==> src/touch_irq_pkg.sv <==
// Package for the touch interrupt output block: register map, field layout, reset values.
// Assumes an AXI4-Lite slave with 32-bit data; each 16-bit register sits in one aligned word.
package touch_irq_pkg;

    // Printed offsets are not multiples of four, so they are word indices
    localparam logic [9:0] idx_low_mask = 10'h005;
    localparam logic [9:0] idx_high_mask = 10'h006;
    localparam logic [9:0] idx_done_mask = 10'h007;
    localparam logic [9:0] idx_low_flags = 10'h008;
    localparam logic [9:0] idx_high_flags = 10'h009;
    localparam logic [9:0] idx_done_flags = 10'h00a;
    localparam logic [9:0] idx_pin_in = 10'h00b;
    localparam int addr_w = 12;

    // Field positions inside the low-threshold mask register
    localparam int pin_func_lo = 12;
    localparam int trig_sel_lo = 14;
    // Stage events occupy bits 11:0, pin flag and pin mask sit at bit 15
    localparam int stages = 12;
    localparam int pin_bit = 15;

    // Pin function codes
    localparam logic [1:0] pin_off = 2'h0;
    localparam logic [1:0] pin_input = 2'h1;
    localparam logic [1:0] pin_out_low = 2'h2;
    localparam logic [1:0] pin_out_high = 2'h3;

    // Trigger select codes
    localparam logic [1:0] trig_low_level = 2'h0;
    localparam logic [1:0] trig_rise = 2'h1;
    localparam logic [1:0] trig_fall = 2'h2;
    localparam logic [1:0] trig_high_level = 2'h3;

    localparam logic [15:0] mask_reset = 16'h0000;
    localparam logic [1:0] resp_okay = 2'h0;
    localparam logic [1:0] resp_slverr = 2'h2;

    // Stage events from the conversion logic
    typedef struct packed {
        logic [11:0] low_exceed;
        logic [11:0] high_exceed;
        logic [11:0] conv_done;
    } stage_event_type;

    // Decoded pin configuration
    typedef struct packed {
        logic [1:0] func;
        logic [1:0] trig;
        logic enable;
    } pin_cfg_type;

endpackage

==> src/pin_trigger.sv <==
// Pin trigger detector: edge or level condition for the general-purpose input.
// Assumes the pin is synchronous to clk.
`timescale 1ns/10ps
module pin_trigger (
    input wire logic clk,
    input wire logic sys_rst,
    input wire logic pin_in,
    input wire touch_irq_pkg::pin_cfg_type cfg,
    output logic fire,
    output logic holding
);
    logic pin_q; // Previous pin level for edge detection
    logic armed;
    logic rise;
    logic fall;

    // Only an enabled input pin can trigger
    assign armed = cfg.enable && (cfg.func == touch_irq_pkg::pin_input);
    assign rise = pin_in && !pin_q;
    assign fall = !pin_in && pin_q;

    // Trigger decode per select code
    always_comb begin
        fire = 1'b0;
        holding = 1'b0;
        case (cfg.trig)
            touch_irq_pkg::trig_low_level: begin
                fire = !pin_in;
                holding = !pin_in;
            end
            touch_irq_pkg::trig_rise: begin
                fire = rise;
            end
            touch_irq_pkg::trig_fall: begin
                fire = fall;
            end
            touch_irq_pkg::trig_high_level: begin
                fire = pin_in;
                holding = pin_in;
            end
            default: begin
                fire = 1'b0;
            end
        endcase
        fire = fire && armed;
        holding = holding && armed;
    end

    // Pin history register
    always_ff @(posedge clk) begin
        if (sys_rst) begin
            pin_q <= 1'b0;
        end else begin
            pin_q <= pin_in;
        end
    end
endmodule

==> src/sticky_flags.sv <==
// Bank of sticky flags: set by events, cleared on a read unless the cause still holds.
// Assumes read strobe is one cycle per completed bus read.
`timescale 1ns/10ps
module sticky_flags (
    input wire logic clk,
    input wire logic sys_rst,
    input wire logic [15:0] set_in,
    input wire logic [15:0] hold_in,
    input wire logic read_clr,
    output logic [15:0] flags
);
    logic [15:0] flags_d; // Next flag values

    // Set wins over clear so a coincident event is not lost
    assign flags_d = set_in | hold_in | (read_clr ? 16'h0000 : flags);

    // Flag storage
    always_ff @(posedge clk) begin
        if (sys_rst) begin
            flags <= 16'h0000;
        end else begin
            flags <= flags_d;
        end
    end
endmodule

==> src/touch_gpio_irq_output.sv <==
// Interrupt output logic of a touch controller, with AXI4-Lite register access.
// Assumes stage events are single-cycle pulses and the pin is synchronous to clk.
// Flags clear only when the host reads their word.
// Function
// - Pin drives interrupt only in input mode
// - Pin interrupt mask bit in 0x007
// - Pin flag sets when pin triggered interrupt
// - Read clears pin flag unless condition holds
// - Four pin triggers chosen by select field
// - Enabled exceeded low threshold asserts interrupt
// - Uncrossed enabled stage never asserts interrupt
// - Interrupt released only after status readback
// - Separate per-stage low, high, done enables
// - Pin function field at bits 13:12
// - Trigger select decode low/rise/fall/high
// - Edge modes pulse interrupt once
// - Level modes hold interrupt while level
`timescale 1ns/10ps
module touch_gpio_irq_output (
    input wire logic clk,
    input wire logic sys_rst,
    // Stage events from the conversion logic
    input wire touch_irq_pkg::stage_event_type stage_ev,
    // General-purpose pin
    input wire logic gpio_in,
    // Drive used in output modes only
    output logic gpio_out,
    output logic gpio_oe,
    // Active-low interrupt to the host
    output logic irq_n,
    // AXI4-Lite slave
    // Write address channel
    input wire logic [11:0] s_axi_awaddr,
    input wire logic s_axi_awvalid,
    output logic s_axi_awready,
    // Write data channel
    input wire logic [31:0] s_axi_wdata,
    input wire logic [3:0] s_axi_wstrb,
    input wire logic s_axi_wvalid,
    output logic s_axi_wready,
    // Write response channel
    output logic [1:0] s_axi_bresp,
    output logic s_axi_bvalid,
    input wire logic s_axi_bready,
    // Read address channel
    input wire logic [11:0] s_axi_araddr,
    input wire logic s_axi_arvalid,
    output logic s_axi_arready,
    // Read data channel
    output logic [31:0] s_axi_rdata,
    output logic [1:0] s_axi_rresp,
    output logic s_axi_rvalid,
    input wire logic s_axi_rready
);
    // Word index from a byte address
    // Low two address bits are ignored
    function automatic logic [9:0] word_idx(input logic [11:0] a);
        word_idx = a[11:2];
    endfunction

    // Mask registers
    // Low mask holds pin setup too
    logic [15:0] low_mask_q;
    logic [15:0] high_mask_q;
    // Bit 15 is the pin enable
    logic [15:0] done_mask_q;

    // Write channel holding
    // Halves park until both arrive
    logic aw_held_q;
    logic [11:0] aw_addr_q;
    logic w_held_q;
    logic [31:0] w_data_q;
    logic [3:0] w_strb_q;
    // Response stands until taken
    logic bvalid_q;
    logic [1:0] bresp_q;

    // Read channel holding
    // One read outstanding at most
    logic rvalid_q;
    // Response code kept with data
    logic [31:0] rdata_q;
    logic [1:0] rresp_q;

    // Flag banks
    // One sticky bank per kind
    logic [15:0] low_flags;
    logic [15:0] high_flags;
    // Bit 15 is the pin flag
    logic [15:0] done_flags;

    // Pin trigger outputs
    // Fire sets, hold keeps the flag
    logic pin_fire;
    logic pin_hold;
    touch_irq_pkg::pin_cfg_type pin_cfg;

    // Stage events gated by per-stage enables
    // Bits above the stages are zero, except done_set bit 15, which carries the pin
    logic [15:0] low_set;
    logic [15:0] high_set;
    logic [15:0] done_set;
    logic [15:0] done_hold;

    // Bus decode wires
    // Write side
    logic do_write;
    logic [9:0] wr_idx;
    // Read side
    logic [9:0] rd_idx;
    logic rd_take;
    logic rd_mapped;
    logic wr_mapped;
    logic [15:0] wr_data16;
    logic [15:0] rd_value;
    // Read-to-clear strobes
    logic clr_low;
    logic clr_high;
    logic clr_done;
    // Masks after a write
    logic [15:0] low_mask_d;
    logic [15:0] high_mask_d;
    logic [15:0] done_mask_d;

    // Pin configuration fields live in the low mask register
    // Setup sits above the stage bits
    assign pin_cfg.func = low_mask_q[touch_irq_pkg::pin_func_lo +: 2];
    assign pin_cfg.trig = low_mask_q[touch_irq_pkg::trig_sel_lo +: 2];
    // Enable lives in the done mask
    assign pin_cfg.enable = done_mask_q[touch_irq_pkg::pin_bit];

    // Output modes never arm the pin
    pin_trigger u_pin (
        .clk(clk),
        .sys_rst(sys_rst),
        .pin_in(gpio_in),
        .cfg(pin_cfg),
        .fire(pin_fire),
        .holding(pin_hold)
    );

    // Per-stage gating keeps untouched or disabled stages silent
    // Masks apply at set time
    genvar g;
    generate
        for (g = 0; g < touch_irq_pkg::stages; g = g + 1) begin : g_stage
            assign low_set[g] = stage_ev.low_exceed[g] && low_mask_q[g];
            assign high_set[g] = stage_ev.high_exceed[g] && high_mask_q[g];
            assign done_set[g] = stage_ev.conv_done[g] && done_mask_q[g];
        end
    endgenerate
    // Unused upper bank bits
    assign low_set[15:12] = 4'h0;
    assign high_set[15:12] = 4'h0;
    assign done_set[14:12] = 3'h0;
    // Pin rides on the top bit
    assign done_set[15] = pin_fire;
    // A standing level survives a read
    assign done_hold = {pin_hold, 15'h0000};

    // Low-threshold flags, cleared by reading their word
    // No hold term here
    sticky_flags u_low (
        .clk(clk),
        .sys_rst(sys_rst),
        .set_in(low_set),
        .hold_in(16'h0000),
        .read_clr(clr_low),
        .flags(low_flags)
    );

    // High-threshold flags
    // No hold term here
    sticky_flags u_high (
        .clk(clk),
        .sys_rst(sys_rst),
        .set_in(high_set),
        .hold_in(16'h0000),
        .read_clr(clr_high),
        .flags(high_flags)
    );

    // Conversion-complete flags with pin flag on top bit
    // Level hold on bit 15 only
    sticky_flags u_done (
        .clk(clk),
        .sys_rst(sys_rst),
        .set_in(done_set),
        .hold_in(done_hold),
        .read_clr(clr_done),
        .flags(done_flags)
    );

    // Interrupt low while any flag stands; an edge pulse latched into its flag
    // holds the line low, so edge triggers give one low period until read
    // No output flop: no extra lag
    // A later mask change keeps the flag
    assign irq_n = ~(|low_flags | |high_flags | |done_flags);

    // Pin output drive for output modes
    // The pin is still read meanwhile
    // Codes 10 and 11 drive the pin
    assign gpio_oe = pin_cfg.func[1];
    // High only for code 11
    assign gpio_out = (pin_cfg.func == touch_irq_pkg::pin_out_high);

    // Write path: take address and data in either order
    // No new write while one stands
    assign s_axi_awready = !aw_held_q && !bvalid_q;
    assign s_axi_wready = !w_held_q && !bvalid_q;
    assign do_write = aw_held_q && w_held_q && !bvalid_q;
    // Decode the parked address
    assign wr_idx = word_idx(aw_addr_q);
    assign wr_mapped = (wr_idx == touch_irq_pkg::idx_low_mask) ||
                       (wr_idx == touch_irq_pkg::idx_high_mask) ||
                       (wr_idx == touch_irq_pkg::idx_done_mask);
    // Upper half of data unused
    assign wr_data16 = w_data_q[15:0];

    // Byte-lane merged next mask values
    // Lane 1 is the upper byte
    function automatic logic [15:0] merge(input logic [15:0] old, input logic [15:0] nw,
                                          input logic [3:0] strb);
        merge = {strb[1] ? nw[15:8] : old[15:8], strb[0] ? nw[7:0] : old[7:0]};
    endfunction

    // Other words leave masks alone
    assign low_mask_d = (do_write && wr_idx == touch_irq_pkg::idx_low_mask) ?
                        merge(low_mask_q, wr_data16, w_strb_q) : low_mask_q;
    assign high_mask_d = (do_write && wr_idx == touch_irq_pkg::idx_high_mask) ?
                         merge(high_mask_q, wr_data16, w_strb_q) : high_mask_q;
    assign done_mask_d = (do_write && wr_idx == touch_irq_pkg::idx_done_mask) ?
                         merge(done_mask_q, wr_data16, w_strb_q) : done_mask_q;

    // Address and data capture
    // Either order; both before write
    always_ff @(posedge clk) begin
        if (sys_rst) begin
            aw_held_q <= 1'b0;
            aw_addr_q <= 12'h000;
            w_held_q <= 1'b0;
            w_data_q <= 32'h0000_0000;
            w_strb_q <= 4'h0;
        end else if (do_write) begin
            // Both halves used; free slots
            aw_held_q <= 1'b0;
            w_held_q <= 1'b0;
        end else begin
            // Park whichever half is offered
            if (s_axi_awvalid && s_axi_awready) begin
                aw_held_q <= 1'b1;
                aw_addr_q <= s_axi_awaddr;
            end
            if (s_axi_wvalid && s_axi_wready) begin
                w_held_q <= 1'b1;
                w_data_q <= s_axi_wdata;
                w_strb_q <= s_axi_wstrb;
            end
        end
    end

    // Write response
    // Slave error for unmapped words
    always_ff @(posedge clk) begin
        if (sys_rst) begin
            bvalid_q <= 1'b0;
            bresp_q <= touch_irq_pkg::resp_okay;
        end else if (do_write) begin
            // Rises with the register update
            bvalid_q <= 1'b1;
            bresp_q <= wr_mapped ? touch_irq_pkg::resp_okay : touch_irq_pkg::resp_slverr;
        end else if (s_axi_bready) begin
            // Host took the response
            bvalid_q <= 1'b0;
        end
    end
    // Outputs straight from flops
    assign s_axi_bvalid = bvalid_q;
    assign s_axi_bresp = bresp_q;

    // Mask registers; enables steer the flag logic
    // Reset clears every enable
    always_ff @(posedge clk) begin
        if (sys_rst) begin
            low_mask_q <= touch_irq_pkg::mask_reset;
            high_mask_q <= touch_irq_pkg::mask_reset;
            done_mask_q <= touch_irq_pkg::mask_reset;
        end else begin
            // Hold or take the merged value
            low_mask_q <= low_mask_d;
            high_mask_q <= high_mask_d;
            // Pin enable rides here
            done_mask_q <= done_mask_d;
        end
    end

    // Read path: one read at a time, answered the cycle after the address
    assign s_axi_arready = !rvalid_q;
    assign rd_take = s_axi_arvalid && !rvalid_q;
    // Live address must stand until taken
    assign rd_idx = word_idx(s_axi_araddr);
    // First mask through pin level
    assign rd_mapped = (rd_idx >= touch_irq_pkg::idx_low_mask) &&
                       (rd_idx <= touch_irq_pkg::idx_pin_in);
    // Unmapped words read zero
    assign rd_value = (rd_idx == touch_irq_pkg::idx_low_mask) ? low_mask_q :
                      (rd_idx == touch_irq_pkg::idx_high_mask) ? high_mask_q :
                      (rd_idx == touch_irq_pkg::idx_done_mask) ? done_mask_q :
                      (rd_idx == touch_irq_pkg::idx_low_flags) ? low_flags :
                      (rd_idx == touch_irq_pkg::idx_high_flags) ? high_flags :
                      (rd_idx == touch_irq_pkg::idx_done_flags) ? done_flags :
                      (rd_idx == touch_irq_pkg::idx_pin_in) ? {15'h0000, gpio_in} :
                      16'h0000;

    // Reading a status word clears its flags as the value is captured
    // Set wins, so no event is lost
    // Mask and pin reads clear nothing
    assign clr_low = rd_take && (rd_idx == touch_irq_pkg::idx_low_flags);
    assign clr_high = rd_take && (rd_idx == touch_irq_pkg::idx_high_flags);
    assign clr_done = rd_take && (rd_idx == touch_irq_pkg::idx_done_flags);

    // Read data register
    // Data stands until rready
    always_ff @(posedge clk) begin
        if (sys_rst) begin
            rvalid_q <= 1'b0;
            rdata_q <= 32'h0000_0000;
            rresp_q <= touch_irq_pkg::resp_okay;
        end else if (rd_take) begin
            // Capture word and response
            rvalid_q <= 1'b1;
            rdata_q <= {16'h0000, rd_value};
            rresp_q <= rd_mapped ? touch_irq_pkg::resp_okay : touch_irq_pkg::resp_slverr;
        end else if (s_axi_rready) begin
            // Host took the data
            rvalid_q <= 1'b0;
        end
    end
    assign s_axi_rvalid = rvalid_q;
    assign s_axi_rdata = rdata_q;
    assign s_axi_rresp = rresp_q;
endmodule

==> config.mk <==
export PLATFORM = sky130hd
export DESIGN_NAME = touch_gpio_irq_output
export DESIGN_NICKNAME = d
export VERILOG_FILES = /design/src/touch_irq_pkg.sv /design/src/pin_trigger.sv /design/src/sticky_flags.sv /design/src/touch_gpio_irq_output.sv
export SDC_FILE = /design/constraint.sdc
export NUM_CORES = 1
export LEC_CHECK = 0
export BUFFER_PORTS_ARGS = -buffer_cell sky130_fd_sc_hd__buf_2
export CORE_UTILIZATION = 53
export DETAILED_ROUTE_END_ITERATION = 6
export PLACE_DENSITY = 0.8
export SYNTH_ARGS = -nofsm -noshare
export SYNTH_HDL_FRONTEND = slang
export SYNTH_SLANG_ARGS = --single-unit
==> constraint.sdc <==
create_clock -name clk -period 2.3 [get_ports clk]
set_input_delay 0.345 -clock clk [delete_from_list [all_inputs] [get_ports clk]]
set_output_delay 0.345 -clock clk [all_outputs]
set_load 0.01 [all_outputs]
==> Word level (Yosys, flattened, before mapping) <==
Cells that the tools add are included.
{ "totals": {"ff_bits": 151, "output_inout_bits": 44, "wordCells": 141} }
{ "classes": {"n_lt_le_gt_ge": 2, "n_eq_ne": 15, "mux": 18, "n_bitwise": 8, "n_reduce_logical": 78} }
{ "ops": {"columns": ["cell", "n"], "rows": [
  ["2-to-1 mux 16 bit", 9],
  ["equality test 10 x 3 -> 1 bit, second input constant", 6],
  ["logical AND 1 bit", 55],
  ["OR reduction 16 bit", 3],
  ["equality test 10 x 4 -> 1 bit, second input constant", 4],
  ["bitwise OR 12 x 16 -> 16 bit", 2],
  ["bitwise OR 16 bit", 2],
  ["AND reduction 2 bit", 8],
  [">= comparator 10 x 3 -> 1 bit, second input constant", 1],
  ["less-or-equal comparator 10 x 4 -> 1 bit, second input constant", 1],
  ["equality test 2 bit, second input constant", 3],
  ["zero test 1 bit", 6],
  ["2-to-1 mux 1 bit", 5],
  ["equality test 2 x 1 -> 1 bit, second input constant", 2],
  ["2-to-1 mux 2 bit", 2],
  ["one-hot mux 1 bit (4 select lines)", 1],
  ["nonzero test 2 bit", 2],
  ["zero test 2 bit", 1],
  ["logical OR 1 bit", 2],
  ["inverter 1 bit", 2],
  ["bitwise OR 1 bit", 2],
  ["one-hot mux 1 bit (2 select lines)", 1],
  ["OR reduction 2 bit", 1]
]} }

==> Depth between registers and ports, before layout <==
{ "depth": {"ltp_word": 8, "depth_mapped": 7, "ltp_nobuf": 4} }

==> By module <==
A second synthesis with hierarchy kept.
{ "unflattened": {"hier_cells": 790, "hier_area_um2": 6892.9} }
{ "modules_own_cells": {"columns": ["module", "instances", "cells_per_inst", "area_each_um2", "seq_area_each_um2"], "rows": [
  ["touch_gpio_irq_output", 1, 577, 5037.3, 1961.9],
  ["sticky_flags", 3, 67, 593.1, 320.3],
  ["pin_trigger", 1, 12, 76.3, 20.0]
]} }

==> Worst setup path before layout <==
OpenSTA, ideal clock, no wires.
{ "synth_path": {"path_type": "input-to-reg", "from": "in s_axi_araddr[8]", "to": "reg u_low.flags[11]", "setup_ns": 0.128, "t_arrival_ns": 1.756, "t_required_ns": 2.172, "path_slack_ns": 0.416, "path_stages": 5, "path_buffers": 1, "path_cell_list": "or4_4 or4_4 buf_6 a22oi_2 nor2_1"} }
{ "synth_between": {"elab_chain_len": 4} }
{ "synth_lines": {"columns": ["element", "line", "source"], "rows": [
  ["start: declaration", "touch_gpio_irq_output.sv:46", "input wire logic [11:0] s_axi_araddr,"],
  ["equality test 10 x 4 -> 1 bit", "touch_gpio_irq_output.sv:319", "assign clr_low = rd_take && (rd_idx == touch_irq_pkg::idx_low_flags);"],
  ["logical AND 1 bit", "touch_gpio_irq_output.sv:319", null],
  ["2-to-1 mux 16 bit", "sticky_flags.sv:15", "assign flags_d = set_in | hold_in | (read_clr ? 16'h0000 : flags);"],
  ["bitwise OR 12 x 16 -> 16 bit", "sticky_flags.sv:15", null],
  ["end signal: assignment", "sticky_flags.sv:22", "flags <= flags_d;"],
  ["end: declaration", "sticky_flags.sv:10", "output logic [15:0] flags"]
]} }
Every way passes these cells.
A chain may end at the register's enable or synchronous reset.

==> Worst setup path after layout <==
{ "layout_path": {"from": "reg u_done.flags[2]", "to": "out irq_n"} }
{ "layout_between": {"elab_chain_len": 3} }
{ "layout_lines": {"columns": ["element", "line", "source"], "rows": [
  ["start: declaration", "sticky_flags.sv:10", null],
  ["start signal: assignment", "sticky_flags.sv:22", null],
  ["OR reduction 16 bit", "touch_gpio_irq_output.sv:199", "assign irq_n = ~(|low_flags | |high_flags | |done_flags);"],
  ["bitwise OR 1 bit", "touch_gpio_irq_output.sv:199", null],
  ["inverter 1 bit", "touch_gpio_irq_output.sv:199", null],
  ["end: declaration", "touch_gpio_irq_output.sv:30", "output logic irq_n,"]
]} }
Every way passes these cells.

==> impl_metrics.env <==
export IMPL_vdd_drop_max_uv=523.1
export IMPL_grt_pass1_vias=5131
export IMPL_tightest_slew_ps=929.5
export IMPL_layout_drive_gt1_share_pct=24.61
export IMPL_yosys_top_cells_area="dfxtp_1 (46%), mux2i_1 (10%), nor2_1 (6.1%), nand2_1 (5.7%), a22oi_1 (4.7%)"
export IMPL_setup_viol=0
export IMPL_finalWorstSetupSlack_ps=21.65
export IMPL_synth_most_common_cell="dfxtp_1"
export IMPL_synth_edf_count=0
export IMPL_clk_pin_slew_ps=60
export IMPL_yosys_warnings=0
export IMPL_h_tree_depth=4
export IMPL_cap_violations=0
export IMPL_clk_latency_ps=530
export IMPL_diodes=0
export IMPL_core_um2=10790
export IMPL_place_inst=874
export IMPL_synthTopCellsByCount="dfxtp_1 (136), nor2_1 (96), nand2_1 (89), mux2i_1 (59), a21oi_1 (38)"
export IMPL_synth_compound_area_share_pct=15.58
export IMPL_synthDistinctLibCells=44
export IMPL_layout_nets=857
export IMPL_power_internal_mw=4.081
export IMPL_synthMuxAreaShare_pct=12.55
export IMPL_drc=0
export IMPL_power_frac_seq_pct=46.1
export IMPL_hold_viol_final=0
export IMPL_syn_cell_area_um2=5871
export IMPL_synth_seq_area_share_pct=46.38
export IMPL_drt_iter0_drc=427
export IMPL_synthArstFlopShare_pct=0
export IMPL_clockBufferDepth=2
export IMPL_crit_fanout=3
export IMPL_slew_headroom_pct=37.80
export IMPL_rsz0062_at_grt="false"
export IMPL_grt_ovfl_total=0
export IMPL_port_buffers=107
export IMPL_synth_top_family_by_area="simple AND/OR/NAND/NOR gates"
export IMPL_chipHeight_um=107.2
export IMPL_cts_repair_resized=0
export IMPL_gp_congestion=0.9501
export IMPL_synth_top_cell_by_area="dfxtp_1"
export IMPL_dp_hpwl_um=10940
export IMPL_fmax_mhz=438.9
export IMPL_initial_core_util_pct=54.39
export IMPL_startpoint_type="flip-flop"
export IMPL_post_cts_buffers=0
export IMPL_cp_data_required_time_ps=1960
export IMPL_numCtsBuffers=17
export IMPL_antenna_found_initial=0
export IMPL_slew_viol_final=0
export IMPL_grt_pass1_wl_um=25210
export IMPL_critPathKind="reg2out"
export IMPL_syn_area_per_cell_um2=9.102
export IMPL_finClkSkew_ps=8.844
export IMPL_die_width_um=107.2
export IMPL_synth_top_area_share_pct=46.38
export IMPL_power_per_cell_area_nw_per_um2=752.5
export IMPL_p_switching_mw=1.223
export IMPL_hold_path_class="in2reg"
export IMPL_switching_share_pct=23.06
export IMPL_power_frac_clock_pct=47.0
export IMPL_placed_area_um2=6509
export IMPL_num_vias=5255
export IMPL_io_pins=148
export IMPL_area_growth_pct=20.08
export IMPL_grt_max_degree=50
export IMPL_grt_usage_pct=28.76
export IMPL_worstSetupEndpointType="output port"
export IMPL_postRouteAntennaNets=0
export IMPL_routed_via_density=5.813
export IMPL_num_rows=38
export IMPL_post_place_ws_ps=209.9
export IMPL_hold_buffers=0
export IMPL_root_buffer="clkbuf_8"
export IMPL_yosys_area_share_simple_pct=20.31
export IMPL_tns_ps=0
export IMPL_synth_flop_cell="dfxtp_1"
export IMPL_status="complete, no violations"
export IMPL_clock_sinks=136
export IMPL_dieArea_um2=11500
export IMPL_finalPower_mw=5.304
export IMPL_final_period_utilization_pct=99.06
export IMPL_drt_total_wl_um=15670
export IMPL_p_comb_share_pct=6.9
export IMPL_ys_ff_latch=136
export IMPL_min_period_ps=2278
export IMPL_leakage_nw=3.158
export IMPL_synthAdderAreaFrac_pct=0
export IMPL_netlist_instances=645
export IMPL_synth_xor_area_share_pct=0
export IMPL_dr_pass1_iters=5
export IMPL_avgRoutedWirePerCell_um=17.33
export IMPL_finalInstanceArea_um2=7049
export IMPL_crit_arrival_ps=1930
export IMPL_stdcell_count=904
export IMPL_cts_tree="yes"
## cells in the final DEF, fill, tap and decap left out, types with 3 or more instances in the layout
cell / netlist / layout
a21o_1: 3 / 3
a21oi_1: 38 / 38
a22o_1: 8 / 8
a22oi_1: 37 / 37
a22oi_2: 10 / 10
a2bb2oi_1: 4 / 4
and2_1: 3 / 3
and3b_1: 5 / 5
buf_2: 6 / 106
buf_4: 18 / 21
clkbuf_16: 0 / 16
clkinv_2: 0 / 6
conb_1: 1 / 18
dfxtp_1: 136 / 136
inv_1: 3 / 3
mux2_2: 11 / 11
mux2i_1: 59 / 59
nand2_1: 89 / 89
nand3b_1: 3 / 3
nand4_1: 4 / 4
nand4_2: 4 / 4
nor2_1: 96 / 96
nor2b_1: 8 / 8
nor3_1: 8 / 8
nor4_1: 10 / 10
o21ai_0: 16 / 16
o2bb2ai_1: 8 / 8
or3_1: 3 / 3
## final timing paths
path | start | to | slack, ps | depth (start not counted)
max | u_done.flags[2] | irq_n | 20 | 4
min | s_axi_awaddr[10] | aw_addr_q[10] | 50 | 3
max reg2reg | s_axi_bvalid | done_mask_q[12] | 370 | 4
min reg2reg | s_axi_rdata[9] | s_axi_rdata[9] | 440 | 2
## critical path, stage by stage, from the launching register on
cell     delay [ps]
dfxtp_1         340
nor4_1          450
nand4_1         190
nor3_1          240
buf_2           180
## stage by stage
| step | utilization [%] | hold slack, ps |
|---|---|---|
| after floorplan | - | 431.4 |
| after global placement | 60.31 | 421.5 |
| after detailed placement | 60.31 | 435.4 |
| after CTS | 65.31 | 38.85 |
| after global routing | 65.31 | 48.27 |
| final | 65.31 | 49.55 |
## power by group through the flow
stage                     logic (mW)  registers (mW)  clock network [mW]
final                          0.364            2.45                2.49
after CTS                      0.360            2.44                2.51
after global placement         0.348            2.49                   0
after global routing           0.401            2.45                2.62
after detailed placement       0.358            2.50                   0
after floorplan                0.230            2.48                   0
## metal layers
layer	up-vias	part of all wire [%]	global-route usage, %
met5	-	0	0
met4	0	3.2	14.09
met3	44	8.4	7.477
met2	265	48	47.05
met1	2481	41	35.02
li1	2465	-	-
## registers in the layout (all words and copies together), names as in the netlist
register,cells
w_strb_q,2
s_axi_bvalid,1
low_mask_q,16
w_data_q,16
u_pin.pin_q,1
w_held_q,1
s_axi_rdata,16
u_done.flags,13
u_high.flags,12
s_axi_rvalid,1
aw_addr_q,10
aw_held_q,1
high_mask_q,16
s_axi_rresp,1
done_mask_q,16
u_low.flags,12
s_axi_bresp,1
## area by class of cell
| type | count | area, um2 |
|---|---|---|
| clock buffer | 20 | 435.4 |
| clock inverter | 10 | 105.1 |
| fill | 823 | 3744 |
| inverter | 3 | 11.26 |
| multi-input combinational | 468 | 2912 |
| sequential | 136 | 2723 |
| tap | 140 | 175.2 |
| timing repair buffer | 127 | 688.2 |
## kinds of logic after synthesis
logic type,count (synthesis)
AO/OA/AOI/OAI,129
buffers and inverters,58
flip-flops,136
multiplexers,71
other,1
AND/OR/NAND/NOR,250
Note: power is estimated with default switching activity, not from simulation.
